`config.mk`:
```
export PLATFORM = sky130hd
export DESIGN_NAME = ocs_ctrl
export DESIGN_NICKNAME = d
export VERILOG_FILES = /design/src/verilog/ocs_ctrl.v /design/src/verilog/ocs_osc.v
export VERILOG_INCLUDE_DIRS = /design/src /design/src/inc
export SDC_FILE = /design/constraint.sdc
export NUM_CORES = 1
export LEC_CHECK = 0
export BUFFER_PORTS_ARGS = -buffer_cell sky130_fd_sc_hd__buf_4
export CORE_MARGIN = 2
export CORE_UTILIZATION = 50
export CTS_CLUSTER_SIZE = 12
export DETAILED_ROUTE_END_ITERATION = 8
export GPL_TIMING_DRIVEN = 0
export MAX_ROUTING_LAYER = met4
export PLACE_DENSITY = 0.72
export REMOVE_ABC_BUFFERS = 1
export SLEW_MARGIN = 5
export SYNTH_ARGS = -nofsm -noshare
export SYNTH_HDL_FRONTEND = slang
export SYNTH_SLANG_ARGS = --single-unit
```
`constraint.sdc`:
```
create_clock -name clk_i -period 4.4 [get_ports clk_i]
set_input_delay 0.44 -clock clk_i [delete_from_list [all_inputs] [get_ports clk_i]]
set_output_delay 0.44 -clock clk_i [all_outputs]
set_load 0.01 [all_outputs]
```
`src/inc/ocs_map.vh`:
```
// constants for the on/off cycle-skip controller
// assumes a 125 MHz core clock; included by bare name
`ifndef OCS_MAP_VH
`define OCS_MAP_VH

// ----------------------------------------
// oscillator timing
// ----------------------------------------
`define OCS_CLK_KHZ 125000
`define OCS_FOSC_KHZ 132
`define OCS_JIT_PP_KHZ 8
`define OCS_JIT_RATE_KHZ 1
// period counts in clk cycles: 125000/128 .. 125000/136 around 125000/132
`define OCS_PER_NOM (`OCS_CLK_KHZ / `OCS_FOSC_KHZ)
`define OCS_PER_MAX (`OCS_CLK_KHZ / (`OCS_FOSC_KHZ - `OCS_JIT_PP_KHZ / 2))
`define OCS_PER_MIN (`OCS_CLK_KHZ / (`OCS_FOSC_KHZ + `OCS_JIT_PP_KHZ / 2))
// jitter sweep: one triangle sweep per 1 ms, stepped once per oscillator cycle
`define OCS_JIT_STEPS (`OCS_FOSC_KHZ / `OCS_JIT_RATE_KHZ / 2)
// max duty window as a fraction of the period, in 1/64 units
`define OCS_DMAX_64THS 42

// ----------------------------------------
// current-limit codes
// ----------------------------------------
`define OCS_ILIM_OFF 2'h0
`define OCS_ILIM_LOW 2'h1
`define OCS_ILIM_HALF 2'h2
`define OCS_ILIM_FULL 2'h3

// ----------------------------------------
// load classification
// ----------------------------------------
`define OCS_WIN_LEN 16
`define OCS_TH_VHIGH 5'h0F
`define OCS_TH_HIGH 5'h0A
`define OCS_TH_MED 5'h05

`endif

```
`src/verilog/ocs_ctrl.v`:
```
// on/off cycle-skip controller with current-limit state machine
// assumes enable and current-limit comparator levels arrive asynchronously
`timescale 1ns/1ns
`default_nettype none
`include "ocs_map.vh"

module ocs_ctrl (
  // clock and reset
  input wire clk_i,
  input wire rst_b_i,
  // feedback enable level, high while pull-out current is under threshold
  input wire feedback_enable_input_i,
  // line sense
  input wire line_resistor_present_i,
  input wire line_uv_i,
  // current sense comparator, high when switch current reaches selected limit
  input wire ilim_reached_i,
  // switch drive
  output reg switch_on_o,
  output reg [1:0] ilim_code_o,
  // status
  output reg [1:0] load_state_o,
  output reg line_uv_active_o,
  output wire cycle_start_o,
  output wire max_duty_window_o
);
  localparam [1:0] LS_LIGHT = 2'h0;
  localparam [1:0] LS_MED = 2'h1;
  localparam [1:0] LS_HIGH = 2'h2;
  localparam [1:0] LS_VHIGH = 2'h3;
  localparam integer WIN_LEN_I = `OCS_WIN_LEN;
  localparam [4:0] WIN_LEN = WIN_LEN_I[4:0];

  reg en_s1;
  reg en_s2;
  reg il_s1;
  reg il_s2;
  reg lr_s1;
  reg lr_s2;
  reg uv_s1;
  reg uv_s2;
  reg [WIN_LEN-1:0] hist;
  reg [4:0] en_count;
  reg [1:0] next_load;
  reg fire;
  reg [1:0] next_code;
  reg start_pulse;
  reg duty_window;
  wire cyc;
  wire win;

  // ----------------------------------------
  // oscillator
  // ----------------------------------------
  ocs_osc u_osc (
    .clk_i(clk_i),
    .rst_b_i(rst_b_i),
    .cycle_start_o(cyc),
    .max_duty_window_o(win)
  );
  assign cycle_start_o = start_pulse;
  assign max_duty_window_o = duty_window;

  // ----------------------------------------
  // input synchronisers
  // ----------------------------------------
  // the enable level already reflects the over-threshold comparator
  always @(posedge clk_i or negedge rst_b_i) begin
    if (!rst_b_i) begin
      en_s1 <= 1'b0;
      en_s2 <= 1'b0;
      il_s1 <= 1'b0;
      il_s2 <= 1'b0;
      lr_s1 <= 1'b0;
      lr_s2 <= 1'b0;
      uv_s1 <= 1'b0;
      uv_s2 <= 1'b0;
    end else begin
      en_s1 <= feedback_enable_input_i;
      en_s2 <= en_s1;
      il_s1 <= ilim_reached_i;
      il_s2 <= il_s1;
      lr_s1 <= line_resistor_present_i;
      lr_s2 <= lr_s1;
      uv_s1 <= line_uv_i;
      uv_s2 <= uv_s1;
    end
  end

  // ----------------------------------------
  // load classification
  // ----------------------------------------
  // thresholds are tested from the top down so that a full window always
  // lands in the very-high state
  function [1:0] load_class;
    input [4:0] count;
    begin
      if (count >= `OCS_TH_VHIGH) begin
        load_class = LS_VHIGH;
      end else if (count >= `OCS_TH_HIGH) begin
        load_class = LS_HIGH;
      end else if (count >= `OCS_TH_MED) begin
        load_class = LS_MED;
      end else begin
        load_class = LS_LIGHT;
      end
    end
  endfunction

  // ----------------------------------------
  // current-limit level per state and sample
  // ----------------------------------------
  // an off code means the cycle is skipped; only the very-high state turns a
  // low sample into a pulse, at the half level
  function [1:0] limit_code;
    input [1:0] state;
    input sample;
    begin
      case (state)
        LS_VHIGH: begin
          limit_code = sample ? `OCS_ILIM_FULL : `OCS_ILIM_HALF;
        end
        LS_HIGH: begin
          limit_code = sample ? `OCS_ILIM_FULL : `OCS_ILIM_OFF;
        end
        LS_MED: begin
          limit_code = sample ? `OCS_ILIM_HALF : `OCS_ILIM_OFF;
        end
        default: begin
          limit_code = sample ? `OCS_ILIM_LOW : `OCS_ILIM_OFF;
        end
      endcase
    end
  endfunction

  // ----------------------------------------
  // fire decision
  // ----------------------------------------
  always @* begin
    next_load = load_class(en_count);
    next_code = limit_code(load_state_o, en_s2);
    fire = (next_code != `OCS_ILIM_OFF);
    // line under-voltage only blocks switching when a sense resistor exists
    if (line_uv_active_o) begin
      fire = 1'b0;
    end
  end

  // ----------------------------------------
  // sample history and load state
  // ----------------------------------------
  // the window holds the last WIN_LEN samples; count tracks its popcount so
  // no adder tree is needed; a cycle is judged on the state set one cycle before
  always @(posedge clk_i or negedge rst_b_i) begin
    if (!rst_b_i) begin
      hist <= {WIN_LEN{1'b0}};
      en_count <= 5'h00;
      load_state_o <= LS_LIGHT;
    end else if (cyc) begin
      // only sampled here; later enable changes have no effect this cycle
      hist <= {hist[WIN_LEN-2:0], en_s2};
      en_count <= en_count + {4'h0, en_s2} - {4'h0, hist[WIN_LEN-1]};
      load_state_o <= next_load;
    end
  end

  // ----------------------------------------
  // switch drive
  // ----------------------------------------
  // the code is cleared with the switch so a stale level never shows while off
  always @(posedge clk_i or negedge rst_b_i) begin
    if (!rst_b_i) begin
      switch_on_o <= 1'b0;
      ilim_code_o <= `OCS_ILIM_OFF;
      line_uv_active_o <= 1'b0;
    end else begin
      line_uv_active_o <= lr_s2 & uv_s2;
      if (cyc) begin
        switch_on_o <= fire;
        ilim_code_o <= fire ? next_code : `OCS_ILIM_OFF;
      end else if (switch_on_o && (il_s2 || !win)) begin
        switch_on_o <= 1'b0;
        ilim_code_o <= `OCS_ILIM_OFF;
      end
    end
  end

  // ----------------------------------------
  // timing outputs
  // ----------------------------------------
  // the oscillator pulses are delayed one clock to line up with the decision
  // taken on them, so pulse, switch and code change on the same edge
  always @(posedge clk_i or negedge rst_b_i) begin
    if (!rst_b_i) begin
      start_pulse <= 1'b0;
      duty_window <= 1'b0;
    end else begin
      start_pulse <= cyc;
      duty_window <= win;
    end
  end
endmodule // ocs_ctrl

`default_nettype wire

```
`src/verilog/ocs_osc.v`:
```
// jittered cycle oscillator: cycle-start pulse and max duty window
// assumes a single clk_i domain; no external pins
`timescale 1ns/1ns
`default_nettype none
`include "ocs_map.vh"

module ocs_osc (
  // clock and reset
  input wire clk_i,
  input wire rst_b_i,
  // timing outputs
  output reg cycle_start_o,
  output reg max_duty_window_o
);
  localparam integer PER_MIN_I = `OCS_PER_MIN;
  localparam integer PER_MAX_I = `OCS_PER_MAX;
  localparam integer PER_NOM_I = `OCS_PER_NOM;
  localparam integer JIT_STEPS_I = `OCS_JIT_STEPS;
  localparam integer DMAX_I = `OCS_DMAX_64THS;
  localparam [10:0] PER_MIN = PER_MIN_I[10:0];
  localparam [10:0] PER_MAX = PER_MAX_I[10:0];
  localparam [10:0] PER_NOM = PER_NOM_I[10:0];
  localparam [6:0] JIT_STEPS = JIT_STEPS_I[6:0];
  localparam [16:0] DMAX_64THS = DMAX_I[16:0];

  reg [10:0] cnt;
  reg [10:0] period;
  reg [6:0] step;
  reg sweep_up;
  wire [16:0] dmax_prod;
  wire [10:0] dmax_len;
  wire wrap;

  // ----------------------------------------
  // period counter, jitter swept triangle-wise
  // ----------------------------------------
  // the period walks linearly between the extremes; a triangle spreads energy
  // evenly, which a sine would not, at no extra area
  // the product needs 16 bits; an 11-bit product would wrap and shrink the window
  assign dmax_prod = {6'h00, period} * DMAX_64THS;
  assign dmax_len = dmax_prod[16:6];
  assign wrap = (cnt >= period - 11'h001);

  always @(posedge clk_i or negedge rst_b_i) begin
    if (!rst_b_i) begin
      cnt <= 11'h000;
      period <= PER_NOM;
      step <= 7'h00;
      sweep_up <= 1'b1;
      cycle_start_o <= 1'b0;
      max_duty_window_o <= 1'b0;
    end else begin
      cycle_start_o <= wrap;
      max_duty_window_o <= wrap | (cnt < dmax_len - 11'h001 && !wrap);
      if (wrap) begin
        cnt <= 11'h000;
        if (step == JIT_STEPS - 7'h01) begin
          step <= 7'h00;
          sweep_up <= ~sweep_up;
        end else begin
          step <= step + 7'h01;
        end
        if (sweep_up && period < PER_MAX) begin
          period <= period + ((PER_MAX - PER_MIN) / {4'h0, JIT_STEPS} + 11'h001);
        end else if (!sweep_up && period > PER_MIN) begin
          period <= period - ((PER_MAX - PER_MIN) / {4'h0, JIT_STEPS} + 11'h001);
        end
      end else begin
        cnt <= cnt + 11'h001;
      end
    end
  end
endmodule // ocs_osc

`default_nettype wire
```
# [After elaboration in Yosys (flattened, before gate mapping)]
# Cells that the tools add are included.
[op_classes] order_cmp=7 n_reduce_logical=13 muxes=18 n_bitwise=3 multipliers=1 n_eq_ne=4 add_sub_neg=7
[op_table] operator="$mux 11" n=3
[op_table] operator="$add 11x1->11 const B" n=2
[op_table] operator="$sub 11x1->11 const B" n=2
[op_table] operator="$mul 11x5->16 const B" n=1
[op_table] operator="$mux 2" n=7
[op_table] operator="$ge 11x11->1" n=1
[op_table] operator="$gt 11x10->1 const B" n=1
[op_table] operator="$lt 11x10->1 const B" n=1
[op_table] operator="$lt 11x11->1" n=1
[op_table] operator="$ge 5x4->1 const B" n=2
[op_table] operator="$add 7x1->7 const B" n=1
[op_table] operator="$eq 7x7->1 const B" n=1
[op_table] operator="$mux 7" n=1
[op_table] operator="$mux 1" n=6
[op_table] operator="$pmux 2 s3" n=1
[op_table] operator="$reduce_bool 2->1" n=3
[op_table] operator="$add 5x1->5" n=1
[op_table] operator="$ge 5x3->1 const B" n=1
[op_table] operator="$sub 5x1->5" n=1
[op_table] operator="$eq 2x2->1 const B" n=2
[op_table] operator="$logic_and 1x1->1" n=4
[op_table] operator="$reduce_and 2->1" n=2
[op_table] operator="$logic_not 1->1" n=3
[op_table] operator="$eq 2x1->1 const B" n=1
[op_table] operator="other kinds (4)" n=4
[word_totals] register_bits=69 in_bits=6 output_inout_bits=8

# [Depth between registers and ports, before layout]
[depth] ltp_word=6 ltp_mapped=18 mapped_depth_nobuf=18

# [Cells and area by module]
# A second synthesis with hierarchy kept.
[unflattened] hier_cells=507 hier_area_um2=4961.0
[by_module_without_submodules] mod="ocs_osc" n_inst=1 area_each_um2=3394.5 cells_each=392 seq_area_each_um2=809.5
[by_module_without_submodules] mod="ocs_ctrl" n_inst=1 area_each_um2=1566.5 cells_each=115 seq_area_each_um2=925.9

# [Worst setup path before layout]
# OpenSTA, ideal clock, no wires.
[synth_timing] path_type="flip-flop to flip-flop" start="register u_osc.period[5]" end="register u_osc.max_duty_window_o" path_buffers=0 setup_time_ns=0.095 path_stages_with_launch=19 slack_ns=0.200 required_ns=4.305 arrival_time_ns=4.104 synth_period_minus_slack_ns=4.200 path_cell_list="dfstp_2 -> ha_1 -> ha_1 -> inv_1 -> fa_1 -> inv_1 -> ha_1 -> nand3_1 -> o22ai_4 -> a2111o_1 -> a21oi_2 -> nor4b_4 -> nand3b_1 -> xnor2_1 -> ha_1 -> a21o_1 -> a21oi_1 -> nor2b_1 -> o31ai_1"
[synth_via] elab_chain_len=5
[synth_rtl] item="start: declaration" line_no="ocs_osc.v:27" source="reg [10:0] period;"
[synth_rtl] item="start signal: assignment" line_no="ocs_osc.v:64" source="period <= period + ((PER_MAX - PER_MIN) / {4'h0, JIT_STEPS} + 11'h001);"
[synth_rtl] item="start signal: assignment" line_no="ocs_osc.v:66" source="period <= period - ((PER_MAX - PER_MIN) / {4'h0, JIT_STEPS} + 11'h001);"
[synth_rtl] item="$mul 11x5->16 or $sub 11x1->11 (tied branches)" line_no="ocs_osc.v:40, ocs_osc.v:42"
[synth_rtl] item="$sub 11x1->11 or $ge 11x11->1 (tied branches)" line_no="ocs_osc.v:54, ocs_osc.v:42"
[synth_rtl] item="$lt 11x11->1 or $logic_not 1->1 (tied branches)" line_no="ocs_osc.v:54" source="max_duty_window_o <= wrap | (cnt < dmax_len - 11'h001 && !wrap);"
[synth_rtl] item="$logic_and 1x1->1" line_no="ocs_osc.v:54"
[synth_rtl] item="$or 1x1->1 (*)" line_no="ocs_osc.v:54"
[synth_rtl] item="end signal: assignment" line_no="ocs_osc.v:54"
[synth_rtl] item="end: declaration" line_no="ocs_osc.v:13" source="output reg max_duty_window_o"
# Mark *: on every way between the ends. The rest lies on a longest branch, timed or not.
# A chain may end at the register's enable or synchronous reset.

# [Worst setup path after layout]
# Ends and elaborated chain as after synthesis.

==> summary by stage <==
Final layout
The total area of multi-input combinational cells is 0.00326 mm². Relative to the synthesized area, the layout overhead comes to 19.1%. In the final layout, the share of cells above drive strength 1 is 0.234. The net count of the finished layout is 606.

Across the whole layout, storage elements account for 0.00174 mm². The layout has 766 filler cells. The final antenna diode count is 0. Once layout is complete, the utilization of the core stands at 0.607.

Routing
The via count is 3682. Once detail routing completed, the nets flagged for antenna violations numbered 0. In the final routed layout, each cell accounts on average for 15.8 µm. For this block, the initial DRC count from the detailed router was 155.

The post-detailed-route via-to-cell ratio is 5.60. The number of remaining DRC errors is 0. The pre-antenna-repair detailed-routing pass consisted of 4 iterations. Wires add up to 10400 µm.

Timing
The worst max-slew margin expressed relative to the limit is 0.273. The final count of negative-setup-slack endpoints is 1. The number of max-slew violations in the final report is 0. Setup repair after global routing could not meet its margin everywhere.

Across the routed clock network, the largest skew measured is 0.00962 ns. Subtracting the final worst setup slack from the clock period gives 4.42 ns. For the pin with the worst max-slew slack, the measured transition is 1.09 ns. The hold violation count in the final report is 0. Of the available clock period, the critical path in the final layout requires 1.00.

The maximum clock rate is 226 MHz. The least setup slack across all paths after layout is -0.0207 ns.

Power
The leakage component of the power is 2.97 nW. Across the VDD grid, the largest voltage drop is 148 µV. The total power of the final layout is 1.29 mW.

The total power density per cell area is 221 mW/mm².

Floorplan
The die height is 103 µm. The site row count is 36. The total I/O pin count is 14. The total area inside the core boundary comes to 0.00964 mm². The initial cell density of the core is 0.509. The floorplan step set the die width to 103 µm. The total die area is 0.0106 mm².

Logic synthesis
Sorting the synthesized cells by how often they occur yields 74 x ha_1, 62 x dfrtp_1, 37 x inv_1. Averaged over all synthesized cells, the footprint is 10.2 µm². The total number of yosys warnings is 0. The library cell with the highest instance count after synthesis is ha_1.

Ranked by total cell area, the synthesized netlist is headed by dfrtp_1 32%, ha_1 19%, xnor2_1 4.8%, xor2_1 4.6%, mux2_2 3.9%. Of the post-synthesis cell area, the dominant cell type holds 0.316. Of all flip-flops after synthesis, the portion carrying an async set or reset was 1.00. The primary flip-flop cell chosen by synthesis mapping is dfrtp_1. The count of mapped cells out of synthesis is 482.

Counting flops with a built-in enable in the synthesized netlist gives 0. The summed instance area of the synthesized netlist is 0.00491 mm². After synthesis the netlist holds a flip-flop and latch count of 69.

The cell taking the most area after synthesis is dfrtp_1. For this run, the register share of the synthesized area comes to 0.353. The number of library cell types mapped by synthesis is 59.

Clock network
Buffers inserted to repair hold after CTS numbered 0. The maximum count of clock buffers along a single path is 2. The CTS tree is yes.

The clock root buffer is clkbuf_8. Counting the buffers created by CTS gives 9. The number of sinks on the clock net is 69.

The H-tree level count is 3. After clock tree synthesis, the clock-pin slew on the worst setup and hold paths is 0.08 ns. The clock latency on the worst-skew pair is 0.35 ns.

Place
The count of buffers from port buffering is 13. Summed over all nets, the half-perimeter wirelength after detailed placement is 6770 µm. The congestion estimate from routability-driven global placement came to 0.868.

Worst setup path
The largest single stage delay on the critical path is 0.60 ns. Along the worst path, the maximum fanout reaches 8. The kind of start point of the critical path is a flop.

The signal on the critical path passes through ha_4 -> ha_4 -> inv_2 -> fa_1 -> inv_2 -> ha_4 -> nand3_4 -> o22ai_4 -> nor2_4 -> xnor2_4 -> buf_4 -> nor2_1 -> xnor2_1 -> ha_1 -> a21o_1 -> a21o_1 -> a21oi_1 -> a21oi_1 -> o31ai_1. At the worst endpoint, the arrival time is 4.67 ns. The required time at the endpoint of the critical path is 4.65 ns. The most numerous cell type found on the critical path is ha_4. The slowest cell on the critical path is dfstp_2. The type of the setup path with the least slack is reg -> reg. STA classifies the critical path endpoint as a flop.

GRT
The total global-route track usage is 0.208. The first-pass GRT wire length is 16800 µm. The pin count of the biggest net entering global routing is 70.

The initial antenna violation count is 0. The number of global-route vias before repair is 3567. The overall overflow remaining after global route is 0.

Run
Max-cap violations in this run came to 0.

Outcome
The final reports fail on negative setup slack. The flow ran to the end, but the final reports show violations.

Worst hold path
In this run the worst hold path is classified as in -> async.
==> kinds of logic after synthesis <==
| kind of cell | count (synthesis) | share of synthesized area |
|---|---|---|
| AOI/OAI and AO/OA | 84 | 0.120 |
| xor gates and xnor gates | 53 | 0.0945 |
| adders and majority gates | 81 | 0.215 |
| buffers and inverters | 50 | 0.0385 |
| DFF | 69 | 0.353 |
| muxes | 22 | 0.0492 |
| and+or+nand+nor | 123 | 0.129 |
==> layout by cell type (no fill, tap or decap), drive strengths merged, types with 16 or more instances in the layout <==
master,instances
nor2,35
o21ai,19
dfrtp,62
ha,74
inv,39
xnor2,27
buf,39
nand3,22
xor2,26
mux2,17
nand2,16
a21oi,21
==> flip-flops by register name, summed over array words and instances (netlist names), 2 cells and up <==
name and flops:
hist 16, u_osc.cnt 11, u_osc.period 11, u_osc.step 7
en_count 5, ilim_code_o 2, load_state_o 2
==> layer usage <==
| layer | global-route usage | wire length, µm | vias to the layer above |
|---|---|---|---|
| met5 | - | 0 | - |
| met4 | 0.0567 | 312 | 0 |
| met3 | 0.0468 | 391 | 31 |
| met2 | 0.345 | 5140 | 97 |
| met1 | 0.257 | 4570 | 1781 |
| li1 | - | - | 1773 |
==> area by class of cell <==
cell class | count | share of cell area
Tap cell | 133 | 0.0284
Inverter | 38 | 0.0244
Clock buffer | 11 | 0.0242
Clock inverter | 5 | 0.0182
Multi-Input combinational cell | 363 | 0.557
Sequential cell | 69 | 0.297
Timing Repair Buffer | 39 | 0.0507
==> metrics by stage <==
stage               area, µm²  setup WS (ns)  hold WS [ns]  setup TNS, ns  instances
floorplan                4860         0.0842         0.144              0        470
detailed placement       5140         -0.534         0.336         -0.534        617
finish                   5850        -0.0207         0.193        -0.0207        658
global placement         5130         -0.507         0.336          -6.56        616
CTS                      5700        -0.0179         0.187        -0.0179        647
global route             5850         -0.173         0.183         -0.173        658
==> path summary, 6_finish.rpt <==
check | start | to | slack, ns | cells past startpoint
min | rst_b_i | u_osc.cnt[10] | 0.19 | 1
min in group clk_i | feedback_enable_input_i | en_s1 | 0.20 | 1
max reg2reg | u_osc.period[5] | u_osc.max_duty_window_o | -0.02 | 19
min reg2reg | uv_s1 | uv_s2 | 0.34 | 0
max in group asynchronous | rst_b_i | u_osc.period[3] | 3.60 | 1
max | u_osc.period[5] | u_osc.max_duty_window_o | -0.02 | 19
==> power breakdown <==
part | switching, mW | internal, mW
Combinational | 0.0132 | 0.00415
Sequential | 0.00176 | 0.638
Clock | 0.242 | 0.394
==> critical path, delay by kind of cell (launching register included) <==
family,cells,cell delay (ns)
AOI/OAI and AO/OA,6,1.13
xor gates and xnor gates,2,0.49
adders and majority gates,5,1.58
buffers and inverters,3,0.25
DFF,1,0.60
and+or+nand+nor,3,0.25
==> what timing repair did <==
item	in CTS	in global routing
buffers inserted	14	11
endpoints found under the setup margin	1	1
endpoints found under the hold margin	0	0
pin swaps	27	15
resized for setup	32	14
Power figures use the tool's default switching activity.
